`config.mk`:
```
export PLATFORM = sky130hd
export DESIGN_NAME = pmcg_top
export DESIGN_NICKNAME = d
export VERILOG_FILES = /design/src/verilog/pmcg_pkg.sv /design/src/verilog/pmcg_backoff_if.sv /design/src/verilog/pmcg_backoff_gen.sv /design/src/verilog/pmcg_top.sv
export SDC_FILE = /design/constraint.sdc
export NUM_CORES = 1
export LEC_CHECK = 0
export CORE_UTILIZATION = 30
export CTS_BUF_LIST = sky130_fd_sc_hd__clkbuf_8
export DETAILED_ROUTE_END_ITERATION = 6
export DONT_BUFFER_PORTS = 1
export PLACE_DENSITY = 0.44
export SETUP_SLACK_MARGIN = 0.15
export SKIP_LAST_GASP = 1
export SYNTH_ARGS = -nofsm -noshare
export SYNTH_HDL_FRONTEND = slang
export SYNTH_HIERARCHICAL = 1
export SYNTH_SLANG_ARGS = --single-unit
export TNS_END_PERCENT = 10
```
`constraint.sdc`:
```
create_clock -name clk -period 2.84 [get_ports clk]
set_clock_uncertainty 0.15 [all_clocks]
set_input_delay 0.71 -clock clk [delete_from_list [all_inputs] [get_ports clk]]
set_output_delay 0.71 -clock clk [all_outputs]
set_load 0.005 [all_outputs]
```
`src/verilog/pmcg_pkg.sv`:
```
// Package of register indices, field positions, reset values and timing counts for the PM clock block
package pmcg_pkg;

    // Clock rate
    localparam int unsigned CLK_PERIOD_NS = 4;

    // Register indices (byte address is four times the index)
    localparam logic [7:0] IDX_TIMER0 = 8'h39;
    localparam logic [7:0] IDX_TIMER1 = 8'h3A;
    localparam logic [7:0] IDX_TIMER2 = 8'h3B;
    localparam logic [7:0] IDX_MISC = 8'h3D;
    localparam logic [7:0] IDX_RSVD = 8'h3E;
    localparam logic [7:0] IDX_SHADOW = 8'h3F;
    localparam logic [7:0] IDX_CLOCK_GEN_CTL_PIN = 8'h40;
    localparam logic [7:0] IDX_POWER = 8'h41;
    localparam int unsigned NUM_TIMERS = 3;

    // Reset values
    localparam logic [7:0] RST_MISC = 8'h01;
    localparam logic [7:0] RST_SHADOW = 8'h00;
    localparam logic [7:0] RST_CLOCK_GEN_CTL_PIN = 8'h03;
    localparam logic [7:0] RST_POWER = 8'h00;
    localparam logic [7:0] RST_TIMER = 8'h00;

    // Miscellaneous register fields
    localparam int unsigned MISC_FULL_DECODE = 0;
    localparam int unsigned MISC_TMR_OVERRIDE = 1;
    localparam int unsigned MISC_RESUME = 2;

    // Clock-control register fields
    localparam int unsigned CC_CTL = 0;
    localparam int unsigned CC_STATUS = 1;
    localparam int unsigned CC_LATCH_MODE = 2;
    localparam int unsigned CC_DETURBO_LO = 3;
    localparam int unsigned CC_DETURBO_HI = 4;
    localparam int unsigned CC_BACKOFF = 5;

    // Timer register fields
    localparam int unsigned TMR_READ_SEL = 3;

    // Deturbo select codes
    localparam logic [1:0] DT_PIN_A = 2'b00;
    localparam logic [1:0] DT_RSVD = 2'b01;
    localparam logic [1:0] DT_PIN_B = 2'b10;
    localparam logic [1:0] DT_SMI = 2'b11;

    // Address decode
    localparam logic [15:0] RTC_INDEX_PORT = 16'h0070;
    localparam logic [15:0] DECODE_MASK_FULL = 16'hFFFF;
    localparam logic [15:0] DECODE_MASK_ISA = 16'h03FF;

    // Latched-mode pulse width
    localparam int unsigned PULSE_LOW_CYCLES = 2;
    localparam logic [3:0] PULSE_LAST = 4'(PULSE_LOW_CYCLES - 1);

    // Dummy back-off timing, as printed in microseconds
    localparam int unsigned BACKOFF_PERIOD_US = 8;
    localparam int unsigned BACKOFF_ON_US = 6;
    localparam int unsigned BACKOFF_PERIOD_CYC = (BACKOFF_PERIOD_US * 1000) / CLK_PERIOD_NS;
    localparam int unsigned BACKOFF_ON_CYC = (BACKOFF_ON_US * 1000 + CLK_PERIOD_NS - 1) / CLK_PERIOD_NS;
    localparam logic [10:0] BACKOFF_PERIOD_LAST = 11'(BACKOFF_PERIOD_CYC - 1);
    localparam logic [10:0] BACKOFF_ON_LEN = 11'(BACKOFF_ON_CYC);

    // Pulse sequencer states, Gray from IDLE to LOW to DONE; the return from DONE to IDLE flips both bits
    typedef enum logic [1:0] {
        PULSE_IDLE = 2'b00,
        PULSE_LOW = 2'b01,
        PULSE_DONE = 2'b11
    } pmcg_pulse_t;

endpackage

```
`src/verilog/pmcg_backoff_if.sv`:
```
// Interface joining the top to the dummy back-off generator
`timescale 1ns/1ps
interface pmcg_backoff_if;
    logic enable; // Back-off scheme selected
    logic backoff; // CPU bus held off
    modport ctrl (output enable, input backoff);
    modport gen (input enable, output backoff);
endinterface

```
`src/verilog/pmcg_backoff_gen.sv`:
```
// Periodic dummy back-off generator for the deturbo scheme
`timescale 1ns/1ps
module pmcg_backoff_gen
    import pmcg_pkg::*;
(
    // Clock and reset
    input wire logic clk,
    input wire logic rst,
    // Control side
    pmcg_backoff_if.gen bo
);

    logic [10:0] phase_q; // Position within the period
    logic backoff_q; // Registered back-off level

    // Period counter; held at zero when idle so each enable starts a fresh period
    always_ff @(posedge clk)
    begin
        if (rst || !bo.enable)
        begin
            phase_q <= 11'h000;
        end
        else if (phase_q == BACKOFF_PERIOD_LAST)
        begin
            phase_q <= 11'h000;
        end
        else
        begin
            phase_q <= phase_q + 11'h001;
        end
    end

    // Back-off for the first part of each period
    always_ff @(posedge clk)
    begin
        if (rst)
        begin
            backoff_q <= 1'b0;
        end
        else
        begin
            backoff_q <= bo.enable && (phase_q < BACKOFF_ON_LEN);
        end
    end

    assign bo.backoff = backoff_q;

endmodule // pmcg_backoff_gen

```
`src/verilog/pmcg_top.sv`:
```
// Power-management clock-generator control, power latch and misc controls with a Wishbone slave
//
// Summary of operation
// - Decode bit picks 16 or 10 address lines
// - Override bit forces timer nibble to count
// - Port 70h writes captured in shadow
// - Level mode: pin follows control bit
// - Bit 1 reads pin level
// - Latched mode: write 0 pulses pin low
// - After pulse control and status return 1
// - Deturbo select picks pin or SMI method
// - Dummy back-off 6us of every 8us
// - Clock-control register resets to 03h
// - Power byte drives companion address lines
// - Misc register resets to 01h
// - Timer select bit picks count or setting
//
// Register access over Wishbone is this design's own decision.
`timescale 1ns/1ps
module pmcg_top
    import pmcg_pkg::*;
(
    // Clock and reset
    input wire logic clk,
    input wire logic rst,
    // Wishbone classic slave
    input wire logic wb_cyc_i,
    input wire logic wb_stb_i,
    input wire logic wb_we_i,
    input wire logic [9:0] wb_adr_i,
    input wire logic [3:0] wb_sel_i,
    input wire logic [31:0] wb_dat_i,
    output logic [31:0] wb_dat_o,
    output logic wb_ack_o,
    // I/O write snoop for the RTC index port
    input wire logic io_wr_valid,
    input wire logic [15:0] io_wr_addr,
    input wire logic [7:0] io_wr_data,
    // I/O event compare for the power-management unit
    input wire logic [15:0] io_evt_addr,
    input wire logic [15:0] io_evt_ref,
    output logic io_evt_hit,
    // Timers, kept outside
    input wire logic [3:0] timer_count0,
    input wire logic [3:0] timer_count1,
    input wire logic [3:0] timer_count2,
    output logic [7:0] timer_cfg0,
    output logic [7:0] timer_cfg1,
    output logic [7:0] timer_cfg2,
    // Clock generator and power latch
    output logic clock_gen_ctl_line,
    output logic [7:0] companion_addr_lines,
    // Deturbo and resume indication
    output logic deturbo_via_pin,
    output logic deturbo_smi_req,
    output logic cpu_backoff,
    output logic resume_indicator
);

    // Bus request decode
    logic bus_req; // Request waiting for an answer
    logic bus_wr; // Write strobe on lane 0 at the answer edge
    logic [7:0] reg_idx; // Register index from the word address
    logic [7:0] wdat; // Low byte of the write data
    logic ack_q; // Registered acknowledge
    logic [31:0] rdat_q; // Registered read data
    logic [7:0] rd_byte; // Read mux result

    // Register storage
    logic [7:0] misc_q; // Miscellaneous controls
    logic [7:0] shadow_q; // RTC index shadow
    logic [7:0] clock_gen_ctl_pin_q; // Clock-control bits, status bit unused
    logic [7:0] power_q; // Power-control byte
    logic [7:0] timer_q [NUM_TIMERS]; // Timer setting registers
    logic [3:0] timer_cnt [NUM_TIMERS]; // Timer current counts

    // Pulse sequencer
    pmcg_pulse_t pulse_q; // Sequencer state
    pmcg_pulse_t pulse_d; // Next state
    logic [3:0] pulse_cnt_q; // Low-phase cycle count
    logic pulse_start; // Latched-mode trigger write
    logic pin_q; // Registered control pin level
    logic evt_hit_q; // Registered event compare

    // Back-off generator link
    pmcg_backoff_if bo_if ();

    // Address compare over the selected number of lines
    function automatic logic addr_match(input logic full, input logic [15:0] a, input logic [15:0] b);
        logic [15:0] mask;
        mask = full ? DECODE_MASK_FULL : DECODE_MASK_ISA;
        addr_match = ((a & mask) == (b & mask));
    endfunction

    // Upper nibble of a timer register: count or setting
    function automatic logic [7:0] timer_view(input logic force_cnt, input logic [7:0] cfg, input logic [3:0] cnt);
        timer_view = (force_cnt || cfg[TMR_READ_SEL]) ? {cnt, cfg[3:0]} : cfg;
    endfunction

    assign timer_cnt[0] = timer_count0;
    assign timer_cnt[1] = timer_count1;
    assign timer_cnt[2] = timer_count2;

    // A request is answered once; ack low between requests
    assign bus_req = wb_cyc_i && wb_stb_i && !ack_q;
    // Writes take effect on the edge where ack rises
    assign bus_wr = bus_req && wb_we_i && wb_sel_i[0];
    assign reg_idx = wb_adr_i[9:2];
    assign wdat = wb_dat_i[7:0];

    // Acknowledge one cycle after the request, dropped the cycle after
    always_ff @(posedge clk)
    begin
        if (rst)
        begin
            ack_q <= 1'b0;
        end
        else
        begin
            ack_q <= bus_req;
        end
    end

    // Read mux; reserved and unmapped slots read zero
    always_comb
    begin
        rd_byte = 8'h00;
        unique case (reg_idx)
            IDX_TIMER0: rd_byte = timer_view(misc_q[MISC_TMR_OVERRIDE], timer_q[0], timer_cnt[0]);
            IDX_TIMER1: rd_byte = timer_view(misc_q[MISC_TMR_OVERRIDE], timer_q[1], timer_cnt[1]);
            IDX_TIMER2: rd_byte = timer_view(misc_q[MISC_TMR_OVERRIDE], timer_q[2], timer_cnt[2]);
            IDX_MISC: rd_byte = misc_q;
            IDX_SHADOW: rd_byte = shadow_q;
            IDX_CLOCK_GEN_CTL_PIN: rd_byte = {clock_gen_ctl_pin_q[7:2], pin_q, clock_gen_ctl_pin_q[CC_CTL]};
            IDX_POWER: rd_byte = power_q;
            default: rd_byte = 8'h00;
        endcase
    end

    // Read data captured at the answer edge and held until the next one
    always_ff @(posedge clk)
    begin
        if (rst)
        begin
            rdat_q <= 32'h0000_0000;
        end
        else if (bus_req)
        begin
            rdat_q <= {24'h00_0000, rd_byte};
        end
    end

    assign wb_ack_o = ack_q;
    assign wb_dat_o = rdat_q;

    // Miscellaneous register; upper bits stored as written, software keeps them zero
    always_ff @(posedge clk)
    begin
        if (rst)
        begin
            misc_q <= RST_MISC;
        end
        else if (bus_wr && reg_idx == IDX_MISC)
        begin
            misc_q <= wdat;
        end
    end

    // Timer setting registers handed to the timers outside
    always_ff @(posedge clk)
    begin
        if (rst)
        begin
            for (int i = 0; i < NUM_TIMERS; i++)
            begin
                timer_q[i] <= RST_TIMER;
            end
        end
        else if (bus_wr)
        begin
            for (int i = 0; i < NUM_TIMERS; i++)
            begin
                if (reg_idx == IDX_TIMER0 + 8'(i))
                begin
                    timer_q[i] <= wdat;
                end
            end
        end
    end

    assign timer_cfg0 = timer_q[0];
    assign timer_cfg1 = timer_q[1];
    assign timer_cfg2 = timer_q[2];

    // Shadow of the RTC index port; not writable from the bus
    always_ff @(posedge clk)
    begin
        if (rst)
        begin
            shadow_q <= RST_SHADOW;
        end
        else if (io_wr_valid && addr_match(misc_q[MISC_FULL_DECODE], io_wr_addr, RTC_INDEX_PORT))
        begin
            shadow_q <= io_wr_data;
        end
    end

    // Power-management I/O event compare, width set by the decode bit
    always_ff @(posedge clk)
    begin
        if (rst)
        begin
            evt_hit_q <= 1'b0;
        end
        else
        begin
            evt_hit_q <= addr_match(misc_q[MISC_FULL_DECODE], io_evt_addr, io_evt_ref);
        end
    end

    assign io_evt_hit = evt_hit_q;
    // Handler raises this just before leaving SMM; left for software to clear
    assign resume_indicator = misc_q[MISC_RESUME];

    // A trigger needs latched mode, a 0 in bit 0, and an idle sequencer
    assign pulse_start = bus_wr && reg_idx == IDX_CLOCK_GEN_CTL_PIN && clock_gen_ctl_pin_q[CC_LATCH_MODE] && !wdat[CC_CTL]
        && pulse_q == PULSE_IDLE;

    // Clock-control register; bit 0 returns high when the pulse ends
    always_ff @(posedge clk)
    begin
        if (rst)
        begin
            clock_gen_ctl_pin_q <= RST_CLOCK_GEN_CTL_PIN;
        end
        else if (pulse_q == PULSE_DONE)
        begin
            clock_gen_ctl_pin_q[CC_CTL] <= 1'b1;
        end
        else if (bus_wr && reg_idx == IDX_CLOCK_GEN_CTL_PIN && pulse_q == PULSE_IDLE)
        begin
            // Mode bits and bit 0 stored; bit 1 is never stored
            clock_gen_ctl_pin_q[7:2] <= wdat[7:2];
            clock_gen_ctl_pin_q[CC_CTL] <= wdat[CC_CTL];
        end
    end

    // Next state of the pulse sequencer
    always_comb
    begin
        pulse_d = pulse_q;
        unique case (pulse_q)
            PULSE_IDLE:
            begin
                if (pulse_start)
                begin
                    pulse_d = PULSE_LOW;
                end
            end
            PULSE_LOW:
            begin
                if (pulse_cnt_q == PULSE_LAST)
                begin
                    pulse_d = PULSE_DONE;
                end
            end
            PULSE_DONE: pulse_d = PULSE_IDLE;
            default: pulse_d = PULSE_IDLE;
        endcase
    end

    // Sequencer state register
    always_ff @(posedge clk)
    begin
        if (rst)
        begin
            pulse_q <= PULSE_IDLE;
        end
        else
        begin
            pulse_q <= pulse_d;
        end
    end

    // Low-phase counter
    always_ff @(posedge clk)
    begin
        if (rst || pulse_q != PULSE_LOW)
        begin
            pulse_cnt_q <= 4'h0;
        end
        else
        begin
            pulse_cnt_q <= pulse_cnt_q + 4'h1;
        end
    end

    // Control pin: follows bit 0 in level mode, low only during the pulse in latched mode
    always_ff @(posedge clk)
    begin
        if (rst)
        begin
            pin_q <= 1'b1;
        end
        else if (pulse_start)
        begin
            pin_q <= 1'b0;
        end
        else if (pulse_q == PULSE_LOW && pulse_cnt_q == PULSE_LAST)
        begin
            pin_q <= 1'b1;
        end
        else if (pulse_q == PULSE_IDLE && !clock_gen_ctl_pin_q[CC_LATCH_MODE])
        begin
            pin_q <= clock_gen_ctl_pin_q[CC_CTL];
        end
        else if (pulse_q == PULSE_IDLE)
        begin
            // Latched mode at rest keeps the pin high
            pin_q <= 1'b1;
        end
    end

    assign clock_gen_ctl_line = pin_q;

    // Power byte; writes during a pulse are dropped so the latch sees a steady value
    always_ff @(posedge clk)
    begin
        if (rst)
        begin
            power_q <= RST_POWER;
        end
        else if (bus_wr && reg_idx == IDX_POWER && pulse_q == PULSE_IDLE)
        begin
            power_q <= wdat;
        end
    end

    assign companion_addr_lines = power_q;

    // Deturbo scheme decode; the reserved code uses neither pin nor SMI
    always_comb
    begin
        deturbo_via_pin = 1'b0;
        deturbo_smi_req = 1'b0;
        bo_if.enable = 1'b0;
        unique case (clock_gen_ctl_pin_q[CC_DETURBO_HI:CC_DETURBO_LO])
            DT_PIN_A: deturbo_via_pin = 1'b1;
            DT_PIN_B: deturbo_via_pin = 1'b1;
            DT_SMI: deturbo_smi_req = 1'b1;
            DT_RSVD: bo_if.enable = clock_gen_ctl_pin_q[CC_BACKOFF];
        endcase
    end

    // Dummy back-off generator
    pmcg_backoff_gen u_backoff (
        .clk (clk),
        .rst (rst),
        .bo (bo_if.gen)
    );

    assign cpu_backoff = bo_if.backoff;

endmodule // pmcg_top
```
==> flow_summary.toml <==
[floorplanning]
core_sq_um = 13990
die_h_microns = 122.0
start_util_pct = 30.90
pin_count = 191
rows = 43
die_w_microns = 122.0
dieArea_sq_um = 14890

[power]
ir_drop_mv = 0.1898
p_leak_uw = 0.001701
total_power_uw = 2358
p_per_area_nw_per_um2 = 507.4

[synth]
avgSynthCellArea_sq_um = 10.12
synth_ff_type = "dfxtp_1"
synthDistinctLibCells = 74
yosysSeqAreaShare_pct = 44.46
synth_area_sq_um = 4323
syn-instance-count = 427
ys_seq_elements = 84
async_flop_share_pct = 0
ys_warn_count = 6
synth-edff-count = 24

[sta]
tns_ns = 0
fin_crit_ns = 2.203
slew_violations = 0
tightestPinTransition_ns = 0.6064
hold_ws_ns = 0.2464
setup_viol = 0
hold_viol = 0
slew_headroom_pct = 59.57
rsz0062_at_grt = "no"
fmax_mhz = 454.0
setup_slack_ns = 0.6371
timing.final.crit_share_pct = 77.57

[place]
dp_slack_ns = 0.2329
hpwl_microns = 9099
dp_cells = 597
io_buffers = 0
gp_congestion = 0.8321

[clock_tree]
cts_buffers = 9
cts_buffer_depth = 2
postCtsResizedCells = 0
path_clk_slew_ns = 0.09
cts_setup_buffers = 0
clock_latency_ns = 0.37
cts-root-buf = "clkbuf_8"
cts_tree = "built"
htree_levels = 3
cts_hold_buf = 0
clock_sinks = 84

[critical_path]
cp-end-kind = "flop"
worstSetupPathType = "input port to flop"
required_ns = 2.77
rr_endpoint = "wb_dat_o[5]"
startpoint_type = "input port"
path_delay_family = "simple AND/OR/NAND/NOR gates"
r2r_setup_slack_ns = 0.72
critPathArrivalTime_ns = 2.13
rr_startpoint = "timer_q[0][11]"
cp.depth = 5
crit_fanout = 9
cp_num_buf_inv = 1
cpMaxStageDelayCell = "and3b_1"
slowest_delay_ns = 0.43
path_cells = "and3b_1, and3b_2, nand3_1, o21ai_0, buf_4"
worst-r2r-cell-count = 5

[finish]
fin_cells = 613
fillCellCount = 1457
multi_input_area_sq_um = 2190
synthToLayoutAreaGrowth_pct = 7.525
drive_above_1_share_pct = 12.01
ff_latch_area_sq_um = 1922
n_antenna_cell = 0
fin_nets = 551

[status]
status = "finished, final reports clean"

[grt]
grt.overflow.total = 0
grt_pass1_vias = 3086
antenna_found_initial = 0
grt_max_degree = 39
track_usage_pct = 16.54
grt_pass1_wl_microns = 18090

[drt]
num_vias = 3125
antenna_left = 0
routedWlPerCell_microns = 19.13
vias_per_cell = 5.098
drcViolationCount = 0
wirelength_microns = 11730
dr.pass1.iters = 4
drt_iter0_drc = 232

[min_path]
hold_depth = 1
min_path_type = "input port to flop"
worstHoldEndpoint = "misc_q[4]"
hp-start = "rst"

[flow_run]
maxCapViolCount = 0
## cell families (layout without fill, tap and decap cells)
kind of cell | Yosys count | in the layout | synth area share (%)
AO/OA/AOI/OAI | 64 | 64 | 10.85
XOR/XNOR | 24 | 24 | 4.863
adder cells (fa/ha/maj) | 3 | 3 | 0.8684
buffers and inverters | 46 | 29 | 6.888
flip-flops | 84 | 84 | 44.46
multiplexers | 52 | 52 | 12.33
other | 1 | 24 | 0.08675
AND/OR/NAND/NOR | 153 | 153 | 19.65
## cells in the final DEF (no fill, tap or decap), drive strengths merged, types with 3 or more instances in the layout
cell,Yosys,final
nand3b,3,3
nor4,4,4
nor2,56,56
inv,6,7
a211oi,3,3
xor2,9,9
a31oi,3,3
a21oi,14,14
xnor2,15,15
a32o,3,3
nand4,8,8
ha,3,3
nor2b,4,4
buf,36,7
a22oi,5,5
edfxtp,24,24
and3,3,3
nand2,26,26
clkbuf,4,12
o21ai,9,9
dfxtp,60,60
or3,3,3
mux2,10,10
nand3,14,14
mux2i,42,42
nor3b,4,4
and2,14,14
conb,1,24
and3b,3,3
## registers in the layout, summed over array words and instances (netlist names)
register and flops:
clock_gen_ctl_line 1, clock_gen_ctl_pin_q 7, companion_addr_lines 8, io_evt_hit 1, misc_q 8, pulse_cnt_q 4
pulse_q 2, shadow_q 8, timer_q 24, u_backoff/bo.backoff 1, u_backoff/phase_q 11, wb_ack_o 1
wb_dat_o 8
## per-stage QoR
step | utilization (%) | instance area [sq um]
2_1_floorplan | - | 4409
3_3_place_gp | 31.54 | 4412
3_5_place_dp | 31.54 | 4412
4_1_cts | 33.23 | 4648
5_1_grt | 33.23 | 4648
6_report | 33.23 | 4648
## where the power goes
| part | internal, uW | total (uW) | switching (uW) | leakage, uW |
|---|---|---|---|---|
| Sequential | 1240 | 1260 | 14.7 | 0.000726 |
| Combinational | 49.4 | 105 | 55.5 | 0.000855 |
| Clock | 564 | 996 | 431 | 0.000120 |
| Total | 1860 | 2360 | 501 | 0.00170 |
## layer usage
layer	up-vias	track usage [%]	wire (microns)
met4	0	5.556	153
met3	11	6.929	1166
met5	-	0	0
li1	1499	-	-
met1	1499	20.38	4916
met2	116	25.81	5492
## worst max path at each step
stage,slack (ns),start,end
finish,0.64,wb_adr_i[8],timer_q[0][20]
floorplan,0.34,wb_adr_i[8],timer_q[0][16]
detailed placement,0.23,wb_adr_i[8],timer_q[0][20]
global route,0.58,wb_adr_i[8],timer_q[0][20]
global placement,0.25,wb_adr_i[8],timer_q[0][23]
CTS,0.64,wb_adr_i[8],timer_q[0][20]
## Yosys cell counts, types with 3 or more instances
cell type / instances / area (sq um)
dfxtp_1: 60 / 1201
nor2_1: 54 / 202.7
mux2i_1: 42 / 420.4
buf_4: 27 / 202.7
edfxtp_1: 24 / 720.7
nand2_1: 24 / 90.09
xnor2_1: 15 / 131.4
a21oi_1: 13 / 65.06
nand3_1: 13 / 65.06
and2_1: 12 / 75.07
mux2_2: 10 / 112.6
o21ai_0: 9 / 45.04
xor2_1: 9 / 78.83
buf_2: 7 / 35.03
nand4_1: 7 / 43.79
inv_1: 6 / 22.52
a22oi_1: 5 / 37.54
clkbuf_1: 4 / 15.01
nor3b_1: 4 / 30.03
a211oi_1: 3 / 22.52
a31oi_1: 3 / 18.77
a32o_1: 3 / 30.03
and3_2: 3 / 22.52
ha_1: 3 / 37.54
nand3b_1: 3 / 22.52
nor2b_1: 3 / 18.77
nor4_1: 3 / 18.77
or3_1: 3 / 18.77
## area by class of cell
type / instances / share of cell area, %
multi-input combinational: 320 / 47.11
sequential: 84 / 41.35
tap: 180 / 4.845
clock buffer: 12 / 3.553
clock inverter: 4 / 1.534
timing repair buffer: 7 / 1.131
inverter: 6 / 0.4845
Power figures use the tool's default switching activity.
